`src/smc_regs.svh`:
```
/*
  Register offsets, field positions, reset values and counts of the serial
  port block. Assumes an Avalon-MM slave with 32-bit data and byte
  addresses.
*/
// Overview of operation
// - Master with clock pin disable set releases the serial clock pin.
// - Data output pin disable set releases the data output pin.
// - Word width select set gives 16-bit words, clear gives 8-bit words.
// - Master samples input at end of output time if set, else middle.
// - Unframed, edge select set: output changes active-to-idle, else idle-to-active.
// - Slave uses the slave select pin only with slave select enable set.
// - Clock idle polarity set idles the clock high, clear idles it low.
// - Master enable set makes the port link master, clear makes it slave.
// - Secondary divider divides by eight minus its value.
// - Primary divider gives 1, 4, 16 or 64 for 11, 10, 01, 00.
// - Serial clock rate is the clock over the product of both prescale ratios rounded down to even, at least 2.
// - Framed enable set turns framed operation on.
// - Frame sync direction set takes sync as input, clear drives it.
// - Frame sync polarity set makes the pulse active high, else low.
// - Frame sync edge set coincides with first bit clock, else precedes.
// - Enhanced buffer enable set uses multi-entry buffers, else one.
// - Unimplemented control bits always read as zero.
// - A master not waiting on an input frame sync starts as soon as the buffer is written.
// - A word arriving with the receive buffer full sets the overflow.
// - Port enable gives the port its pins, clear disables it.
`ifndef SMC_REGS_SVH
`define SMC_REGS_SVH

`define SMC_ADDR_CON1 5'h00
`define SMC_ADDR_CON2 5'h04
`define SMC_ADDR_STAT 5'h08
`define SMC_ADDR_BUF 5'h0C

`define SMC_CON1_MASK 16'h1FFF
`define SMC_CON2_MASK 16'hE003
`define SMC_CON1_RESET 16'h0000
`define SMC_CON2_RESET 16'h0000

`define SMC_CLOCK_PIN_DISABLE 12
`define SMC_DATA_OUT_PIN_DISABLE 11
`define SMC_WORD_WIDTH_SELECT 10
`define SMC_INPUT_SAMPLE_PHASE 9
`define SMC_CLOCK_EDGE_SELECT 8
`define SMC_SLAVE_SELECT_ENABLE 7
`define SMC_CLOCK_IDLE_POLARITY 6
`define SMC_MASTER_ENABLE 5
`define SMC_SECONDARY_DIVIDER 4:2
`define SMC_PRIMARY_DIVIDER 1:0
`define SMC_FRAMED_ENABLE 15
`define SMC_FRAME_SYNC_DIRECTION 14
`define SMC_FRAME_SYNC_POLARITY 13
`define SMC_FRAME_SYNC_EDGE 1
`define SMC_ENHANCED_BUFFER_ENABLE 0
`define SMC_PORT_ENABLE 15
`define SMC_SHIFT_EMPTY 7
`define SMC_RECEIVE_OVERFLOW_FLAG 6
`define SMC_TX_FULL 1
`define SMC_RX_FULL 0

`define SMC_WORD_BITS 5'h10
`define SMC_BYTE_BITS 5'h08
`define SMC_DEPTH_ENH 3'h4
`define SMC_DEPTH_LEG 3'h1
`define SMC_PRI_11 7'h01
`define SMC_PRI_10 7'h04
`define SMC_PRI_01 7'h10
`define SMC_PRI_00 7'h40
`define SMC_SEC_BASE 4'h8

`endif

```
`src/smc_pkg.sv`:
```
/*
  Types of the serial port block. Assumes nothing of its surroundings.
*/
package smc_pkg;
  typedef enum logic [1:0] {
    st_idle = 2'h0,
    st_fsync = 2'h1,
    st_shift = 2'h3,
    st_done = 2'h2
  } smc_state_e;
endpackage : smc_pkg

```
`src/smc_clk_if.sv`:
```
/*
  Carrier between the port and its prescaler. Assumes one clock.
*/
`timescale 1ns/10ps
`default_nettype none
interface smc_clk_if;
  logic [1:0] primary;
  logic [2:0] secondary;
  logic tick;
  modport gen (input primary, input secondary, output tick);
  modport user (output primary, output secondary, input tick);
endinterface : smc_clk_if
`default_nettype wire

```
`src/smc_prescaler.sv`:
```
/*
  Two-stage prescaler giving a one-cycle tick at each half serial clock
  period. Assumes the dividers are steady while a word is shifted.
*/
`timescale 1ns/10ps
`default_nettype none
`include "smc_regs.svh"
module smc_prescaler (
  // Clock and reset.
  input wire logic i_mclk,
  input wire logic i_reset_n,
  // Divider settings and tick.
  smc_clk_if.gen clk_if
);
  logic [6:0] pri;
  logic [3:0] sec;
  logic [10:0] ratio;
  logic [9:0] half;
  logic [9:0] cnt_q;

  always_comb begin
    case (clk_if.primary)
      2'h3: pri = `SMC_PRI_11;
      2'h2: pri = `SMC_PRI_10;
      2'h1: pri = `SMC_PRI_01;
      default: pri = `SMC_PRI_00;
    endcase
    sec = `SMC_SEC_BASE - {1'b0, clk_if.secondary};
    ratio = pri * sec;
    half = ratio[10:1];
    if (half == 10'h000) begin
      half = 10'h001;
    end
  end

  always_ff @(posedge i_mclk or negedge i_reset_n) begin
    if (!i_reset_n) begin
      cnt_q <= 10'h000;
      clk_if.tick <= 1'b0;
    end else if (cnt_q >= half - 10'h001) begin
      cnt_q <= 10'h000;
      clk_if.tick <= 1'b1;
    end else begin
      cnt_q <= cnt_q + 10'h001;
      clk_if.tick <= 1'b0;
    end
  end

  tick_spacing_a: assert property (@(posedge i_mclk) disable iff (!i_reset_n)
    clk_if.tick && half > 10'h001 |=> !clk_if.tick)
    else $error("Prescaler ticks closer than the half period.");
endmodule : smc_prescaler
`default_nettype wire

```
`src/smc_top.sv`:
```
/*
  Serial port with master and slave operation, framing and selectable
  buffering, programmed over an Avalon-MM slave. Assumes pin inputs are
  synchronous to i_mclk and that the pads resolve the enables.
*/
`timescale 1ns/10ps
`default_nettype none
`include "smc_regs.svh"
module smc_top (
  // Clock and reset.
  input wire logic i_mclk,
  input wire logic i_reset_n,
  // Avalon-MM register slave.
  input wire logic [4:0] i_avs_address,
  input wire logic i_avs_read,
  input wire logic i_avs_write,
  input wire logic [3:0] i_avs_byteenable,
  input wire logic [31:0] i_avs_writedata,
  output logic [31:0] o_avs_readdata,
  output logic o_avs_waitrequest,
  // Serial clock pin.
  input wire logic i_serial_clock_pin,
  output logic o_serial_clock_pin,
  output logic o_serial_clock_pin_oe,
  // Serial data pins.
  input wire logic i_serial_data_in_pin,
  output logic o_serial_data_out_pin,
  output logic o_serial_data_out_pin_oe,
  // Slave select and frame sync pin.
  input wire logic i_slave_select_pin,
  output logic o_slave_select_pin,
  output logic o_slave_select_pin_oe
);
  logic req, acc, wait_q;
  logic [31:0] rdata_q;
  logic [15:0] con1_q, con2_q, stat, rd_mux, wmask;
  logic port_en_q, ovf_q;
  logic [15:0] tx_mem [4];
  logic [15:0] rx_mem [4];
  logic [1:0] tx_wp_q, tx_rp_q, rx_wp_q, rx_rp_q;
  logic [2:0] tx_cnt_q, rx_cnt_q, depth;
  smc_pkg::smc_state_e st_q, st_d;
  logic [5:0] k_q;
  logic [4:0] bits_q, width;
  logic [15:0] tx_sh_q, rx_sh_q, ld_word, rx_word;
  logic sck_q, sck_prev_q, fs_q, sck_oe_q, sdo_oe_q, fs_oe_q;
  logic master, clock_idle_polarity, cke_eff, smp_eff, framed, fsd, fpol, fedge;
  logic selected, fs_in_on, start_ok, fs_on;
  logic ev, lead, chg, first_chg, smp_edge, in_win, done;
  logic wr_buf, rd_buf, tx_push, tx_pop, rx_push, rx_pop, ovf_set;

  smc_clk_if clk_if ();

  smc_prescaler u_prescaler (
    .i_mclk(i_mclk),
    .i_reset_n(i_reset_n),
    .clk_if(clk_if)
  );

  // Field decode.
  assign master = con1_q[`SMC_MASTER_ENABLE];
  assign clock_idle_polarity = con1_q[`SMC_CLOCK_IDLE_POLARITY];
  assign framed = con2_q[`SMC_FRAMED_ENABLE];
  assign fsd = con2_q[`SMC_FRAME_SYNC_DIRECTION];
  assign fpol = con2_q[`SMC_FRAME_SYNC_POLARITY];
  assign fedge = con2_q[`SMC_FRAME_SYNC_EDGE];
  assign cke_eff = con1_q[`SMC_CLOCK_EDGE_SELECT] & ~framed;
  assign smp_eff = con1_q[`SMC_INPUT_SAMPLE_PHASE] & master;
  assign width = con1_q[`SMC_WORD_WIDTH_SELECT] ? `SMC_WORD_BITS
                                                : `SMC_BYTE_BITS;
  assign depth = con2_q[`SMC_ENHANCED_BUFFER_ENABLE] ? `SMC_DEPTH_ENH
                                                     : `SMC_DEPTH_LEG;
  assign clk_if.primary = con1_q[`SMC_PRIMARY_DIVIDER];
  assign clk_if.secondary = con1_q[`SMC_SECONDARY_DIVIDER];

  // Bus slave: one wait cycle, then the access takes effect.
  assign req = i_avs_read | i_avs_write;
  assign acc = req & ~wait_q;
  assign wmask = {{8{i_avs_byteenable[1]}}, {8{i_avs_byteenable[0]}}};
  assign wr_buf = acc & i_avs_write & (i_avs_address == `SMC_ADDR_BUF);
  assign rd_buf = acc & i_avs_read & (i_avs_address == `SMC_ADDR_BUF);

  always_ff @(posedge i_mclk or negedge i_reset_n) begin
    if (!i_reset_n) begin
      wait_q <= 1'b1;
    end else begin
      wait_q <= ~(req & wait_q);
    end
  end

  always_comb begin
    stat = 16'h0000;
    stat[`SMC_PORT_ENABLE] = port_en_q;
    stat[`SMC_SHIFT_EMPTY] = (st_q == smc_pkg::st_idle);
    stat[`SMC_RECEIVE_OVERFLOW_FLAG] = ovf_q;
    stat[`SMC_TX_FULL] = (tx_cnt_q == depth);
    stat[`SMC_RX_FULL] = (rx_cnt_q == depth);
    case (i_avs_address)
      `SMC_ADDR_CON1: rd_mux = con1_q & `SMC_CON1_MASK;
      `SMC_ADDR_CON2: rd_mux = con2_q & `SMC_CON2_MASK;
      `SMC_ADDR_STAT: rd_mux = stat;
      `SMC_ADDR_BUF: rd_mux = rx_mem[rx_rp_q];
      default: rd_mux = 16'h0000;
    endcase
  end

  always_ff @(posedge i_mclk or negedge i_reset_n) begin
    if (!i_reset_n) begin
      rdata_q <= 32'h00000000;
    end else if (req & wait_q) begin
      rdata_q <= {16'h0000, rd_mux};
    end
  end

  always_ff @(posedge i_mclk or negedge i_reset_n) begin
    if (!i_reset_n) begin
      con1_q <= `SMC_CON1_RESET;
      con2_q <= `SMC_CON2_RESET;
      port_en_q <= 1'b0;
    end else if (acc & i_avs_write) begin
      if (i_avs_address == `SMC_ADDR_CON1) begin
        con1_q <= ((con1_q & ~wmask) | (i_avs_writedata[15:0] & wmask))
                  & `SMC_CON1_MASK;
      end
      if (i_avs_address == `SMC_ADDR_CON2) begin
        con2_q <= ((con2_q & ~wmask) | (i_avs_writedata[15:0] & wmask))
                  & `SMC_CON2_MASK;
      end
      if (i_avs_address == `SMC_ADDR_STAT && i_avs_byteenable[1]) begin
        port_en_q <= i_avs_writedata[`SMC_PORT_ENABLE];
      end
    end
  end

  // Overflow: a new overflow wins over a clear in the same cycle.
  assign ovf_set = (st_q == smc_pkg::st_done) & (rx_cnt_q == depth);
  always_ff @(posedge i_mclk or negedge i_reset_n) begin
    if (!i_reset_n) begin
      ovf_q <= 1'b0;
    end else if (ovf_set) begin
      ovf_q <= 1'b1;
    end else if (acc && i_avs_write && i_avs_address == `SMC_ADDR_STAT
                 && i_avs_byteenable[0]
                 && !i_avs_writedata[`SMC_RECEIVE_OVERFLOW_FLAG]) begin
      ovf_q <= 1'b0;
    end
  end

  // Transmit buffer.
  assign tx_push = wr_buf & port_en_q & (tx_cnt_q < depth);
  assign tx_pop = (st_q == smc_pkg::st_idle) & start_ok & (tx_cnt_q != 3'h0);
  assign ld_word = tx_pop ? tx_mem[tx_rp_q] : 16'h0000;
  always_ff @(posedge i_mclk or negedge i_reset_n) begin
    if (!i_reset_n) begin
      tx_wp_q <= 2'h0;
      tx_rp_q <= 2'h0;
      tx_cnt_q <= 3'h0;
    end else begin
      if (tx_push) begin
        tx_wp_q <= tx_wp_q + 2'h1;
      end
      if (tx_pop) begin
        tx_rp_q <= tx_rp_q + 2'h1;
      end
      tx_cnt_q <= tx_cnt_q + {2'h0, tx_push} - {2'h0, tx_pop};
    end
  end
  always_ff @(posedge i_mclk) begin
    if (tx_push) begin
      tx_mem[tx_wp_q] <= i_avs_writedata[15:0];
    end
  end

  // Receive buffer; a full buffer discards the new word.
  assign rx_push = (st_q == smc_pkg::st_done) & (rx_cnt_q < depth);
  assign rx_pop = rd_buf & (rx_cnt_q != 3'h0);
  assign rx_word = (width == `SMC_WORD_BITS) ? rx_sh_q : {8'h00, rx_sh_q[7:0]};
  always_ff @(posedge i_mclk or negedge i_reset_n) begin
    if (!i_reset_n) begin
      rx_wp_q <= 2'h0;
      rx_rp_q <= 2'h0;
      rx_cnt_q <= 3'h0;
    end else begin
      if (rx_push) begin
        rx_wp_q <= rx_wp_q + 2'h1;
      end
      if (rx_pop) begin
        rx_rp_q <= rx_rp_q + 2'h1;
      end
      rx_cnt_q <= rx_cnt_q + {2'h0, rx_push} - {2'h0, rx_pop};
    end
  end
  always_ff @(posedge i_mclk) begin
    if (rx_push) begin
      rx_mem[rx_wp_q] <= rx_word;
    end
  end

  // Edge events from the prescaler or from the external clock.
  assign selected = master | framed | ~con1_q[`SMC_SLAVE_SELECT_ENABLE]
                    | ~i_slave_select_pin;
  assign fs_in_on = (i_slave_select_pin == fpol);
  assign ev = master ? clk_if.tick
                     : (i_serial_clock_pin != sck_prev_q) & selected;
  assign lead = master ? ~k_q[0] : (sck_prev_q == clock_idle_polarity);
  assign chg = lead ^ cke_eff;
  assign first_chg = chg & ~cke_eff & (k_q == 6'h00);
  assign smp_edge = smp_eff ? (chg & ~first_chg) : ~chg;
  assign in_win = k_q < {width, 1'b0};
  assign done = (bits_q == width) & ~in_win;
  assign start_ok = port_en_q & selected & (~framed | ~fsd | fs_in_on)
                    & (~master | tx_cnt_q != 3'h0);

  always_comb begin
    st_d = st_q;
    case (st_q)
      smc_pkg::st_idle: begin
        if (start_ok) begin
          st_d = (framed & ~fsd & ~fedge) ? smc_pkg::st_fsync
                                          : smc_pkg::st_shift;
        end
      end
      smc_pkg::st_fsync: begin
        if (ev && k_q[0]) begin
          st_d = smc_pkg::st_shift;
        end
      end
      smc_pkg::st_shift: begin
        if (!selected) begin
          st_d = smc_pkg::st_idle;
        end else if (done) begin
          st_d = smc_pkg::st_done;
        end
      end
      smc_pkg::st_done: st_d = smc_pkg::st_idle;
      default: st_d = smc_pkg::st_idle;
    endcase
    if (!port_en_q) begin
      st_d = smc_pkg::st_idle;
    end
  end

  always_ff @(posedge i_mclk or negedge i_reset_n) begin
    if (!i_reset_n) begin
      st_q <= smc_pkg::st_idle;
    end else begin
      st_q <= st_d;
    end
  end

  always_ff @(posedge i_mclk or negedge i_reset_n) begin
    if (!i_reset_n) begin
      k_q <= 6'h00;
    end else if (st_q == smc_pkg::st_fsync && ev) begin
      k_q <= k_q[0] ? 6'h00 : 6'h01;
    end else if (st_q == smc_pkg::st_shift && ev) begin
      k_q <= k_q + 6'h01;
    end else if (st_q != smc_pkg::st_shift && st_q != smc_pkg::st_fsync) begin
      k_q <= 6'h00;
    end
  end

  // Shift registers, most significant bit first.
  always_ff @(posedge i_mclk or negedge i_reset_n) begin
    if (!i_reset_n) begin
      tx_sh_q <= 16'h0000;
      rx_sh_q <= 16'h0000;
      bits_q <= 5'h00;
    end else if (st_q == smc_pkg::st_idle) begin
      bits_q <= 5'h00;
      if (start_ok) begin
        tx_sh_q <= (width == `SMC_WORD_BITS) ? ld_word
                                             : {ld_word[7:0], 8'h00};
      end
    end else if (st_q == smc_pkg::st_shift && ev) begin
      if (chg && !first_chg && in_win) begin
        tx_sh_q <= {tx_sh_q[14:0], 1'b0};
      end
      if (smp_edge && bits_q != width) begin
        rx_sh_q <= {rx_sh_q[14:0], i_serial_data_in_pin};
        bits_q <= bits_q + 5'h01;
      end
    end
  end

  // Pin drivers.
  assign fs_on = framed & ~fsd & ((st_q == smc_pkg::st_fsync)
                 | (st_q == smc_pkg::st_shift & fedge & k_q < 6'h02));
  always_ff @(posedge i_mclk or negedge i_reset_n) begin
    if (!i_reset_n) begin
      sck_prev_q <= 1'b0;
      sck_q <= 1'b0;
      fs_q <= 1'b0;
      sck_oe_q <= 1'b0;
      sdo_oe_q <= 1'b0;
      fs_oe_q <= 1'b0;
    end else begin
      sck_prev_q <= i_serial_clock_pin;
      if (!master || st_q != smc_pkg::st_shift) begin
        sck_q <= clock_idle_polarity;
      end else if (ev && in_win) begin
        sck_q <= ~sck_q;
      end
      fs_q <= fs_on ? fpol : ~fpol;
      sck_oe_q <= port_en_q & master
                  & ~con1_q[`SMC_CLOCK_PIN_DISABLE];
      sdo_oe_q <= port_en_q & ~con1_q[`SMC_DATA_OUT_PIN_DISABLE]
                  & selected;
      fs_oe_q <= port_en_q & framed & ~fsd;
    end
  end

  assign o_avs_readdata = rdata_q;
  assign o_avs_waitrequest = wait_q;
  assign o_serial_clock_pin = sck_q;
  assign o_serial_clock_pin_oe = sck_oe_q;
  assign o_serial_data_out_pin = tx_sh_q[15];
  assign o_serial_data_out_pin_oe = sdo_oe_q;
  assign o_slave_select_pin = fs_q;
  assign o_slave_select_pin_oe = fs_oe_q;

  sck_pin_off_a: assert property (@(posedge i_mclk) disable iff (!i_reset_n)
    o_serial_clock_pin_oe |-> $past(master && !con1_q[12] && port_en_q))
    else $error("Clock pin driven while disabled or in slave operation.");
  sdo_pin_off_a: assert property (@(posedge i_mclk) disable iff (!i_reset_n)
    $past(con1_q[`SMC_DATA_OUT_PIN_DISABLE]) |-> !o_serial_data_out_pin_oe)
    else $error("Data output pin driven while disabled.");
  word_bits_a: assert property (@(posedge i_mclk) disable iff (!i_reset_n)
    st_q == smc_pkg::st_done |-> $past(bits_q) == $past(width))
    else $error("Word finished with the wrong bit count.");
  sck_idle_a: assert property (@(posedge i_mclk) disable iff (!i_reset_n)
    $past(st_q == smc_pkg::st_idle, 2) && $past(st_q == smc_pkg::st_idle)
    |-> o_serial_clock_pin == $past(clock_idle_polarity))
    else $error("Clock not at its idle level between words.");
  master_start_a: assert property (@(posedge i_mclk) disable iff (!i_reset_n)
    tx_push && master && port_en_q && st_q == smc_pkg::st_idle && !framed
    |-> ##[1:2] st_q == smc_pkg::st_shift)
    else $error("Master did not start after a buffer write.");
  rx_overflow_a: assert property (@(posedge i_mclk) disable iff (!i_reset_n)
    st_q == smc_pkg::st_done && rx_cnt_q == depth && !rx_pop
    |=> ovf_q && rx_cnt_q == $past(rx_cnt_q))
    else $error("Overflow word not discarded or flag not set.");
  reserved_zero_a: assert property (@(posedge i_mclk) disable iff (!i_reset_n)
    !o_avs_waitrequest && i_avs_read && i_avs_address == `SMC_ADDR_CON2
    |-> o_avs_readdata[12:2] == 11'h000 && o_avs_readdata[31:16] == 16'h0000)
    else $error("Unimplemented control bits read as one.");
  bus_answer_a: assert property (@(posedge i_mclk) disable iff (!i_reset_n)
    req && o_avs_waitrequest |=> !o_avs_waitrequest)
    else $error("Bus request not answered in one wait cycle.");
  fsync_drive_a: assert property (@(posedge i_mclk) disable iff (!i_reset_n)
    o_slave_select_pin_oe |-> $past(framed && !fsd && port_en_q))
    else $error("Frame sync driven while configured as input.");
  disabled_idle_a: assert property (@(posedge i_mclk) disable iff (!i_reset_n)
    !port_en_q |=> st_q == smc_pkg::st_idle)
    else $error("Engine active while the port is disabled.");
endmodule : smc_top
`default_nettype wire

```
`config.mk`:
```
export PLATFORM = sky130hd
export DESIGN_NAME = smc_top
export DESIGN_NICKNAME = d
export VERILOG_FILES = /design/src/smc_pkg.sv /design/src/smc_clk_if.sv /design/src/smc_prescaler.sv /design/src/smc_top.sv
export VERILOG_INCLUDE_DIRS = /design/src
export SDC_FILE = /design/constraint.sdc
export NUM_CORES = 1
export LEC_CHECK = 0
export BUFFER_PORTS_ARGS = -buffer_cell sky130_fd_sc_hd__clkbuf_2
export CAP_MARGIN = 40
export CORE_UTILIZATION = 35
export DETAILED_ROUTE_END_ITERATION = 10
export GPL_TIMING_DRIVEN = 1
export SLEW_MARGIN = 0
export SYNTH_ARGS = -nofsm -noshare
export SYNTH_HDL_FRONTEND = slang
export SYNTH_SLANG_ARGS = --single-unit
```
`constraint.sdc`:
```
create_clock -name i_mclk -period 6.05 [get_ports i_mclk]
set_input_delay 0.3025 -clock i_mclk [delete_from_list [all_inputs] [get_ports i_mclk]]
set_output_delay 0.3025 -clock i_mclk [all_outputs]
set_load 0.05 [all_outputs]
```
After elaboration in Yosys (flattened, before gate mapping)
Memory sizes are Yosys's and may differ from the RTL's.
Index checks and enable logic that the tools add are counted.
{"block": "totals", "register_bits": 113, "input_bits": 48, "word_cells": 212, "mem_bits_rw": 128, "out_inout_bits": 39, "memories": 2}
{"block": "classes", "mul": 1, "n_eq_ne": 23, "n_mux": 40, "reduce_logical": 36, "n_addsub": 13, "order_cmp": 5, "bitwise_logic": 67}
{"memory": "rx_mem", "words": 4, "width": 16, "rd": 1, "rd_ports_with_merged_regs": 0, "write_ports": 1, "line_no": "smc_top.sv:39", "text": "logic [15:0] rx_mem [4];"}
{"memory": "tx_mem", "words": 4, "width": 16, "rd": 1, "rd_ports_with_merged_regs": 0, "write_ports": 1, "line_no": "smc_top.sv:38", "text": "logic [15:0] tx_mem [4];"}
{"op": "two-way mux 16 bit", "count": 7}
{"op": "case mux 16 bit (4 select lines)", "count": 1}
{"op": "bitwise AND 1 bit", "count": 34}
{"op": "bitwise AND 16 bit", "count": 2}
{"op": "case mux 7 bit (3 select lines)", "count": 1}
{"op": "two-way mux 10 bit", "count": 2}
{"op": "two-way mux 5 bit", "count": 4}
{"op": "two-way mux 6 bit", "count": 3}
{"op": "NOT 1 bit", "count": 18}
{"op": "NOT 16 bit", "count": 1}
{"op": "OR 16 bit", "count": 1}
{"op": "two-way mux 1 bit", "count": 14}
{"op": "bitwise AND 13 bit", "count": 1}
{"op": "logical AND 1 bit", "count": 13}
{"op": "OR 13 bit", "count": 1}
{"op": "two-way mux 2 bit", "count": 6}
{"op": "multiplier 7 x 4 -> 11 bit", "count": 1}
{"op": "adder 10 x 1 -> 10 bit, second input constant", "count": 1}
{"op": "equality test 5 x 4 -> 1 bit, second input constant", "count": 2}
{"op": ">= comparator 10 bit", "count": 1}
{"op": "zero test 10 bit", "count": 1}
{"op": "nonzero test 2 bit", "count": 5}
{"op": "subtractor 10 x 1 -> 10 bit, second input constant", "count": 1}
{"op": "AND reduction 3 bit", "count": 3}
{"op": "other kinds (34)", "count": 61}

Logic depth before layout (Yosys ltp)
Gate-level depths: netlist (run 1).
{"block": "logic_depth", "ltp_word": 12, "ltp_mapped": 26, "mapped_depth_nobuf": 24}

By module
From an unflattened synthesis (run 1), not the netlist that was laid out.
{"block": "hier_totals", "hier_cells": 831, "hier_area_um2": 11444.7}
{"mod": "smc_top", "area_each_um2": 10052.1, "instances": 1, "cells_each": 665, "seq_area_each_um2": 6397.4}
{"mod": "smc_prescaler", "area_each_um2": 1392.6, "instances": 1, "cells_each": 166, "seq_area_each_um2": 275.3}

Worst setup path before layout (run 1)
No wires, ideal clock.
{"block": "synth_timing", "path_type": "reg-to-reg", "start": "reg with a tool-made name", "end": "reg u_prescaler.cnt_q[2]", "path_buffers": 1, "setup_time_ps": 72, "path_stages_with_launch": 25, "t_required_ps": 5978, "t_arrival_ps": 4472, "synth_period_minus_slack_ps": 4544, "slack_ps": 1506, "path_cell_list": "dfrtp_1 -> or3_1 -> nor2_1 -> ha_1 -> inv_1 -> fa_1 -> inv_1 -> ha_1 -> a21oi_1 -> or4_1 -> nand3_1 -> nor3_2 -> a21oi_1 -> ha_1 -> nand2_1 -> nor2_1 -> nand3_1 -> xor2_1 -> ha_1 -> a211oi_1 -> nand2_1 -> a211oi_1 -> a211oi_1 -> clkbuf_1 -> nor2_1"}
{"item": "end signal, assigned", "line_no": "smc_prescaler.sv:44", "text": "cnt_q <= cnt_q + 10'h001;"}
{"item": "end, declared", "line_no": "smc_prescaler.sv:19", "text": "logic [9:0] cnt_q;"}

==> impl_metrics.json, run 1 <==
{
  "ys_types": 68,
  "grt_max_degree": 65,
  "numPortBuffers": 52,
  "outcome": "completed",
  "worst_slew_pin_slew_ns": 0.841,
  "die_h_um": 182,
  "die_w_um": 182,
  "fin_area_sq_um": 13000,
  "post_cts.repair.setup_buffers": 0,
  "synth_top_cell_by_area": "edfxtp_1",
  "fin_nets": 1019,
  "tns_ns": 0,
  "seqCellArea_sq_um": 6670,
  "synth.most_common_cell": "edfxtp_1",
  "setup_viol": 0,
  "antenna_found_initial": 1,
  "clkSinkCount": 241,
  "grt_overflow": 0,
  "drtIter0Drc": 487,
  "min_period_ns": 5.02,
  "ys_ff_latch": 241,
  "synth_common_cells": "128 x edfxtp_1, 112 x dfrtp_1, 69 x nand2_1, 56 x nor2_1",
  "cts_buffers": 27,
  "dp_hpwl_um": 16700,
  "ant_nets": 0,
  "ir_drop_mv": 0.210,
  "slew_violations": 0,
  "grt_pass1_wl_um": 37200,
  "hold_ws_ns": 0.0314,
  "path_class": "register to register",
  "critical_path_peak_fanout": 11,
  "core_sq_um": 31600,
  "via_per_inst": 4.98,
  "dp_slack_ns": 1.04,
  "clk_pin_slew_ns": 0.06,
  "nFillCells": 2911,
  "cp-end-kind": "register",
  "cts_tree": "built",
  "multi_input_comb_area_sq_um": 4230,
  "slew_headroom_pct": 43.8,
  "min_period_over_period_pct": 83.0,
  "avgRoutedWirePerCell_um": 17.4,
  "areaGrowthSynthToFinish_pct": 15.0,
  "yosys_warnings": 0,
  "required_ns": 6.52,
  "fp-row-count": 65,
  "dieArea_sq_um": 33000,
  "grt_pass1_vias": 6566,
  "routed_wl_um": 23400,
  "fmax_mhz": 199,
  "place_inst": 1287,
  "yosys_most_used_dff": "edfxtp_1",
  "layout_setup_ws_ns": 1.03,
  "drcViolationCount": 0,
  "cts.path.max_buffers": 3,
  "fin_skew_ns": 0.0255,
  "synth_area_leaders": "edfxtp_1 34%, dfrtp_1 25%, mux4_2 6.4%",
  "ctsHoldBuffers": 8,
  "synth_cells": 853,
  "drive_gt1_share_pct": 18.6,
  "min_path_type": "primary input to register",
  "synth_edf_count": 128,
  "dr.pass1.iters": 7,
  "async_reset_ff_share_pct": 46.9,
  "synth_area_per_cell_sq_um": 13.2,
  "netlist_area_sq_um": 11300,
  "grt_usage_pct": 14.4,
  "initial_core_util_pct": 35.7,
  "ios": 87,
  "clk_latency_ns": 0.55,
  "seq_area_frac_synth_pct": 59.1,
  "p_leak_nw": 5.23,
  "rsz0062_at_grt": "no",
  "power_density_nw_per_um2": 345,
  "startpoint_type": "register",
  "crit_arrival_ns": 5.49,
  "dpl-instance-area_sq_um": 12000,
  "htree_levels": 1,
  "drv_cap": 0,
  "hold_violations": 0,
  "cts_root_buffer": "clkbuf_16",
  "fin_cells": 1346,
  "vias": 6708,
  "ctsResizeCount": 0,
  "yosysTopAreaCellShare_pct": 34.0,
  "globalplace.congestion": 0.797
}
cell type report:
cell class                      count  share of cell area [%]
Antenna cell                        1                  0.0193
Tap cell                          402                    3.87
Inverter                           38                    1.10
Clock inverter                     15                    1.35
Multi-Input combinational cell    537                    32.5
Timing Repair Buffer               77                    4.27
Sequential cell                   241                    51.4
Clock buffer                       35                    5.51
power breakdown:
group	switching, mW	internal, mW
sequential	0.161	1.85
clock	0.672	0.970
combinational	0.424	0.398
total	1.26	3.22
worst max-delay path, stage by stage, from the launching register on:
cell      delay [ns]
dfrtp_1         0.46
inv_1           0.08
ha_1            0.35
and2_1          0.16
ha_1            0.18
inv_1           0.07
fa_1            0.42
inv_1           0.07
ha_1            0.21
a21oi_1         0.12
or4_1           0.47
nand3_1         0.19
nor3_2          0.09
a21oi_1         0.20
ha_1            0.22
nand2_1         0.09
nor2_1          0.16
nand3_1         0.11
xor2_1          0.17
ha_1            0.20
a211oi_1        0.21
nand2_1         0.10
a211oi_1        0.22
a211oi_1        0.10
buf_4           0.19
nor2b_1         0.11
cells by family (layout without fill, tap and decap cells):
| group | count (synthesis) | count (layout) | share of synthesized area, % |
|---|---|---|---|
| DFF | 241 | 241 | 59.1 |
| and+or+nand+nor | 231 | 231 | 10.2 |
| AOI/OAI and AO/OA | 135 | 135 | 7.56 |
| buffers and inverters | 90 | 165 | 4.00 |
| muxes | 70 | 70 | 10.6 |
| adders and majority gates | 49 | 49 | 5.69 |
| xor gates and xnor gates | 36 | 36 | 2.79 |
| other | 1 | 17 | 0.0332 |
final timing paths:
path,from,endpoint,slack (ns),depth (start not counted)
max reg2reg,register,u_prescaler.cnt_q[1]$_DFF_PN0_,1.03,25
min,i_avs_writedata[5],tx_mem[0][5]$_DFFE_PP_,0.03,1
max in group asynchronous,i_reset_n,tx_sh_q[4]$_DFFE_PN0P_,4.39,3
min reg2reg,o_avs_readdata[15]$_DFFE_PN0P_,o_avs_readdata[15]$_DFFE_PN0P_,0.49,2
min in group asynchronous,i_reset_n,rx_sh_q[14]$_DFFE_PN0P_,0.35,2
max,register,u_prescaler.cnt_q[1]$_DFF_PN0_,1.03,25
stage by stage:
step | power [mW] | utilization [%]
4_1_cts | 4.53 | 41.1
2_1_floorplan | 2.65 | -
3_5_place_dp | 2.87 | 38.0
5_1_grt | 4.71 | 41.1
6_report | 4.48 | 41.1
3_3_place_gp | 2.83 | 37.5
layout by cell type, fill, tap and decap left out, drive strengths merged, types with 4 or more instances in the layout:
cell type and instances:
buf 18, a31oi 6, a22oi 22, xnor2 25, dlygate4sd3 8, a21oi 45
inv 40, nand3b 5, nand2 69, mux2 33, dfrtp 112, clkinv 7
xor2 11, nor3b 6, or2 4, o21ai 30, and3 5, clkbuf 86
a211oi 8, nor2 58, o31ai 5, or3 5, nand2b 6, fa 4
nor2b 12, mux4 32, a21o 4, nand3 19, ha 45, conb 16
and2 21, nor3 13, mux2i 5, edfxtp 128
state kept, by name, indices dropped and copies added, names as in the netlist, 3 cells and up, named ones only:
signal / count
bits_q: 5
k_q: 6
o_avs_readdata: 16
rx_cnt_q: 3
rx_mem: 64
rx_sh_q: 16
tx_cnt_q: 3
tx_mem: 64
tx_sh_q: 16
u_prescaler.cnt_q: 10
per-layer routing:
layer	track usage, %	wire length [um]	vias up
met1	20.1	10700	3313
met4	3.56	358	0
met2	23.6	11200	150
met3	2.23	1150	30
li1	-	-	3215
met5	0	0	-
No activity file was read; power rests on OpenSTA's default activity.
==> run 2: changes to the inputs <==
clock period = 4.4 ns   (was 6.05 ns; I/O delays follow)
==> run 2 against run 1 <==
Sequential share of layout area shrank 2.4 points. Via count grew 3.6%. Hold slack got worse by 0.015 ns. Sequential power is 38% higher. Largest cell class unchanged. Critical endpoint is now u_prescaler.cnt_q[4]$_DFF_PN0_. Fmax grew 15%. Design area is 4.8% higher. Flip-flop and latch count is the same. Utilization grew 2.0 points. Clock skew decreased by 0.0053 ns. Count of clock-buffer cells in the layout fell by 4. Clock power rose by 39%. Worst setup slack worse by 1.0 ns. Largest power group unchanged.
==> impl_metrics.json, run 2 (same netlist as run 1, synthesis figures left out) <==
{
  "ir_drop_mv": 0.318,
  "cts.path.max_buffers": 3,
  "final_cell_mix": "128 x edfxtp_1, 112 x dfrtp_1, 68 x nand2_1",
  "drtIter0Drc": 423,
  "fin_skew_ns": 0.0202,
  "slew_violations": 0,
  "total_power_mw": 6.37,
  "endpoint": "u_prescaler.cnt_q[4]$_DFF_PN0_",
  "grt_max_degree": 63,
  "fp-row-count": 65,
  "outcome": "completed",
  "grt_overflow": 0,
  "reg2reg_to": "u_prescaler.cnt_q[4]$_DFF_PN0_",
  "clk_latency_ns": 0.53,
  "dieArea_sq_um": 33000,
  "fin_cells": 1395,
  "fin_nets": 1070,
  "min_period_ns": 4.38,
  "areaGrowthSynthToFinish_pct": 20.6,
  "cts_root_buffer": "clkbuf_16",
  "min_period_over_period_pct": 99.5,
  "tns_ns": 0,
  "numPortBuffers": 52,
  "setup_viol": 0,
  "utilization_pct": 43.0,
  "hold_violations": 0,
  "critical_path_peak_fanout": 11,
  "layout_setup_ws_ns": 0.0224,
  "p_leak_nw": 5.50,
  "antenna_found_initial": 0,
  "min_path_type": "primary input to register",
  "core_sq_um": 31600,
  "ios": 87,
  "globalplace.congestion": 0.809,
  "dr.pass1.iters": 5,
  "dp_slack_ns": -0.298,
  "required_ns": 4.86,
  "clk_pin_slew_ns": 0.06,
  "die_h_um": 182,
  "drv_cap": 0,
  "avgRoutedWirePerCell_um": 17.5,
  "grt_pass1_vias": 7173,
  "vias": 6950,
  "grt_usage_pct": 15.2,
  "slew_headroom_pct": 42.9,
  "dp_hpwl_um": 17300,
  "nFillCells": 2902,
  "dpl-instance-area_sq_um": 12300,
  "place_inst": 1325,
  "worst_slew_pin_slew_ns": 0.856,
  "power_density_nw_per_um2": 468,
  "cp-end-kind": "register",
  "hold_ws_ns": 0.0160,
  "routed_wl_um": 24400,
  "ant_nets": 0,
  "htree_levels": 1,
  "initial_core_util_pct": 35.7,
  "path_class": "register to register",
  "via_per_inst": 4.98,
  "startpoint_type": "register",
  "crit_arrival_ns": 4.84,
  "rrSetupSlack_ns": 0.02,
  "cts_tree": "built",
  "die_w_um": 182,
  "fin_area_sq_um": 13600,
  "diodes": 0,
  "drive_gt1_share_pct": 25.6,
  "r2r_cells": 24,
  "fmax_mhz": 228,
  "grt_pass1_wl_um": 39300,
  "final_common_cell": "edfxtp_1",
  "top_regs": "rx_mem: 64 flops, tx_mem: 64 flops",
  "clkSinkCount": 241,
  "rsz0062_at_grt": "yes",
  "drcViolationCount": 0,
  "cts_buffers": 26
}
## run 2: cell types whose count changed in the layout (fill, tap and decap cells not counted), sizes merged
| cell | before | now |
|---|---|---|
| buf | 18 | 62 |
| dlygate4sd3 | 8 | 16 |
| clkbuf | 86 | 82 |
| clkinv | 7 | 4 |
| inv | 40 | 43 |
| clkinvlp | 3 | 5 |
| diode | 1 | 0 |
## run 2: area by class of cell
type                    count  area, sq um  share of cell area, %
flip-flops and latches    241         6670                   49.0
multi-input cells         537         4410                   32.4
repair buffers            129          977                   7.18
clock buffers              31          711                   5.22
well taps                 402          503                   3.69
clock inverters            17          204                   1.50
inverters                  38          143                   1.05
## run 2: timing repair
item	CTS	global route
gates cloned	0	0
setup buffers	3	6
gates resized for setup	5	22
endpoints found under the hold margin	128	0
hold buffers	16	0
pin swaps	17	6
setup endpoints to repair	11	11
## run 2: power by group
| part | total, mW | switching [mW] | internal, mW |
|---|---|---|---|
| Combinational | 1.31 | 0.645 | 0.669 |
| Sequential | 2.78 | 0.231 | 2.55 |
| Clock | 2.28 | 0.929 | 1.35 |
| Total | 6.37 | 1.81 | 4.57 |
## run 2: layer usage
| layer | vias up | global-route usage [%] | wire length [um] |
|---|---|---|---|
| met5 | - | 0 | 0 |
| met4 | 0 | 4.54 | 623 |
| met3 | 35 | 2.15 | 819 |
| met2 | 138 | 25.4 | 11700 |
| met1 | 3461 | 20.5 | 11300 |
| li1 | 3316 | - | - |
## run 2: worst min-delay path by stage
stage	start	to	slack, ns	cells past startpoint
floorplan	i_reset_n	async pin	-0.08	0
global placement	i_reset_n	tx_sh_q[12]$_DFFE_PN0P_	0.42	1
detailed placement	i_reset_n	tx_sh_q[11]$_DFFE_PN0P_	0.07	1
CTS	i_avs_writedata[15]	tx_mem[0][15]$_DFFE_PP_	0.003	1
global route	i_avs_writedata[15]	tx_mem[3][15]$_DFFE_PP_	0.02	1
finish	i_avs_writedata[15]	tx_mem[0][15]$_DFFE_PP_	0.02	1
## run 2: critical path, cell delays in order, from the launching register on
cell	delay, ns
dfrtp_1	0.40
or3_4	0.41
nor2_4	0.09
ha_1	0.14
inv_1	0.04
fa_1	0.44
inv_1	0.07
ha_2	0.18
a21oi_2	0.06
or4_4	0.49
nand3_4	0.12
nor3_4	0.05
a21oi_2	0.16
ha_2	0.21
nand2_2	0.08
nor2_4	0.09
nand3_1	0.08
xor2_1	0.15
ha_2	0.18
a211oi_2	0.21
nand2_1	0.10
a211oi_2	0.23
a211oi_4	0.11
buf_12	0.16
nor2_1	0.09
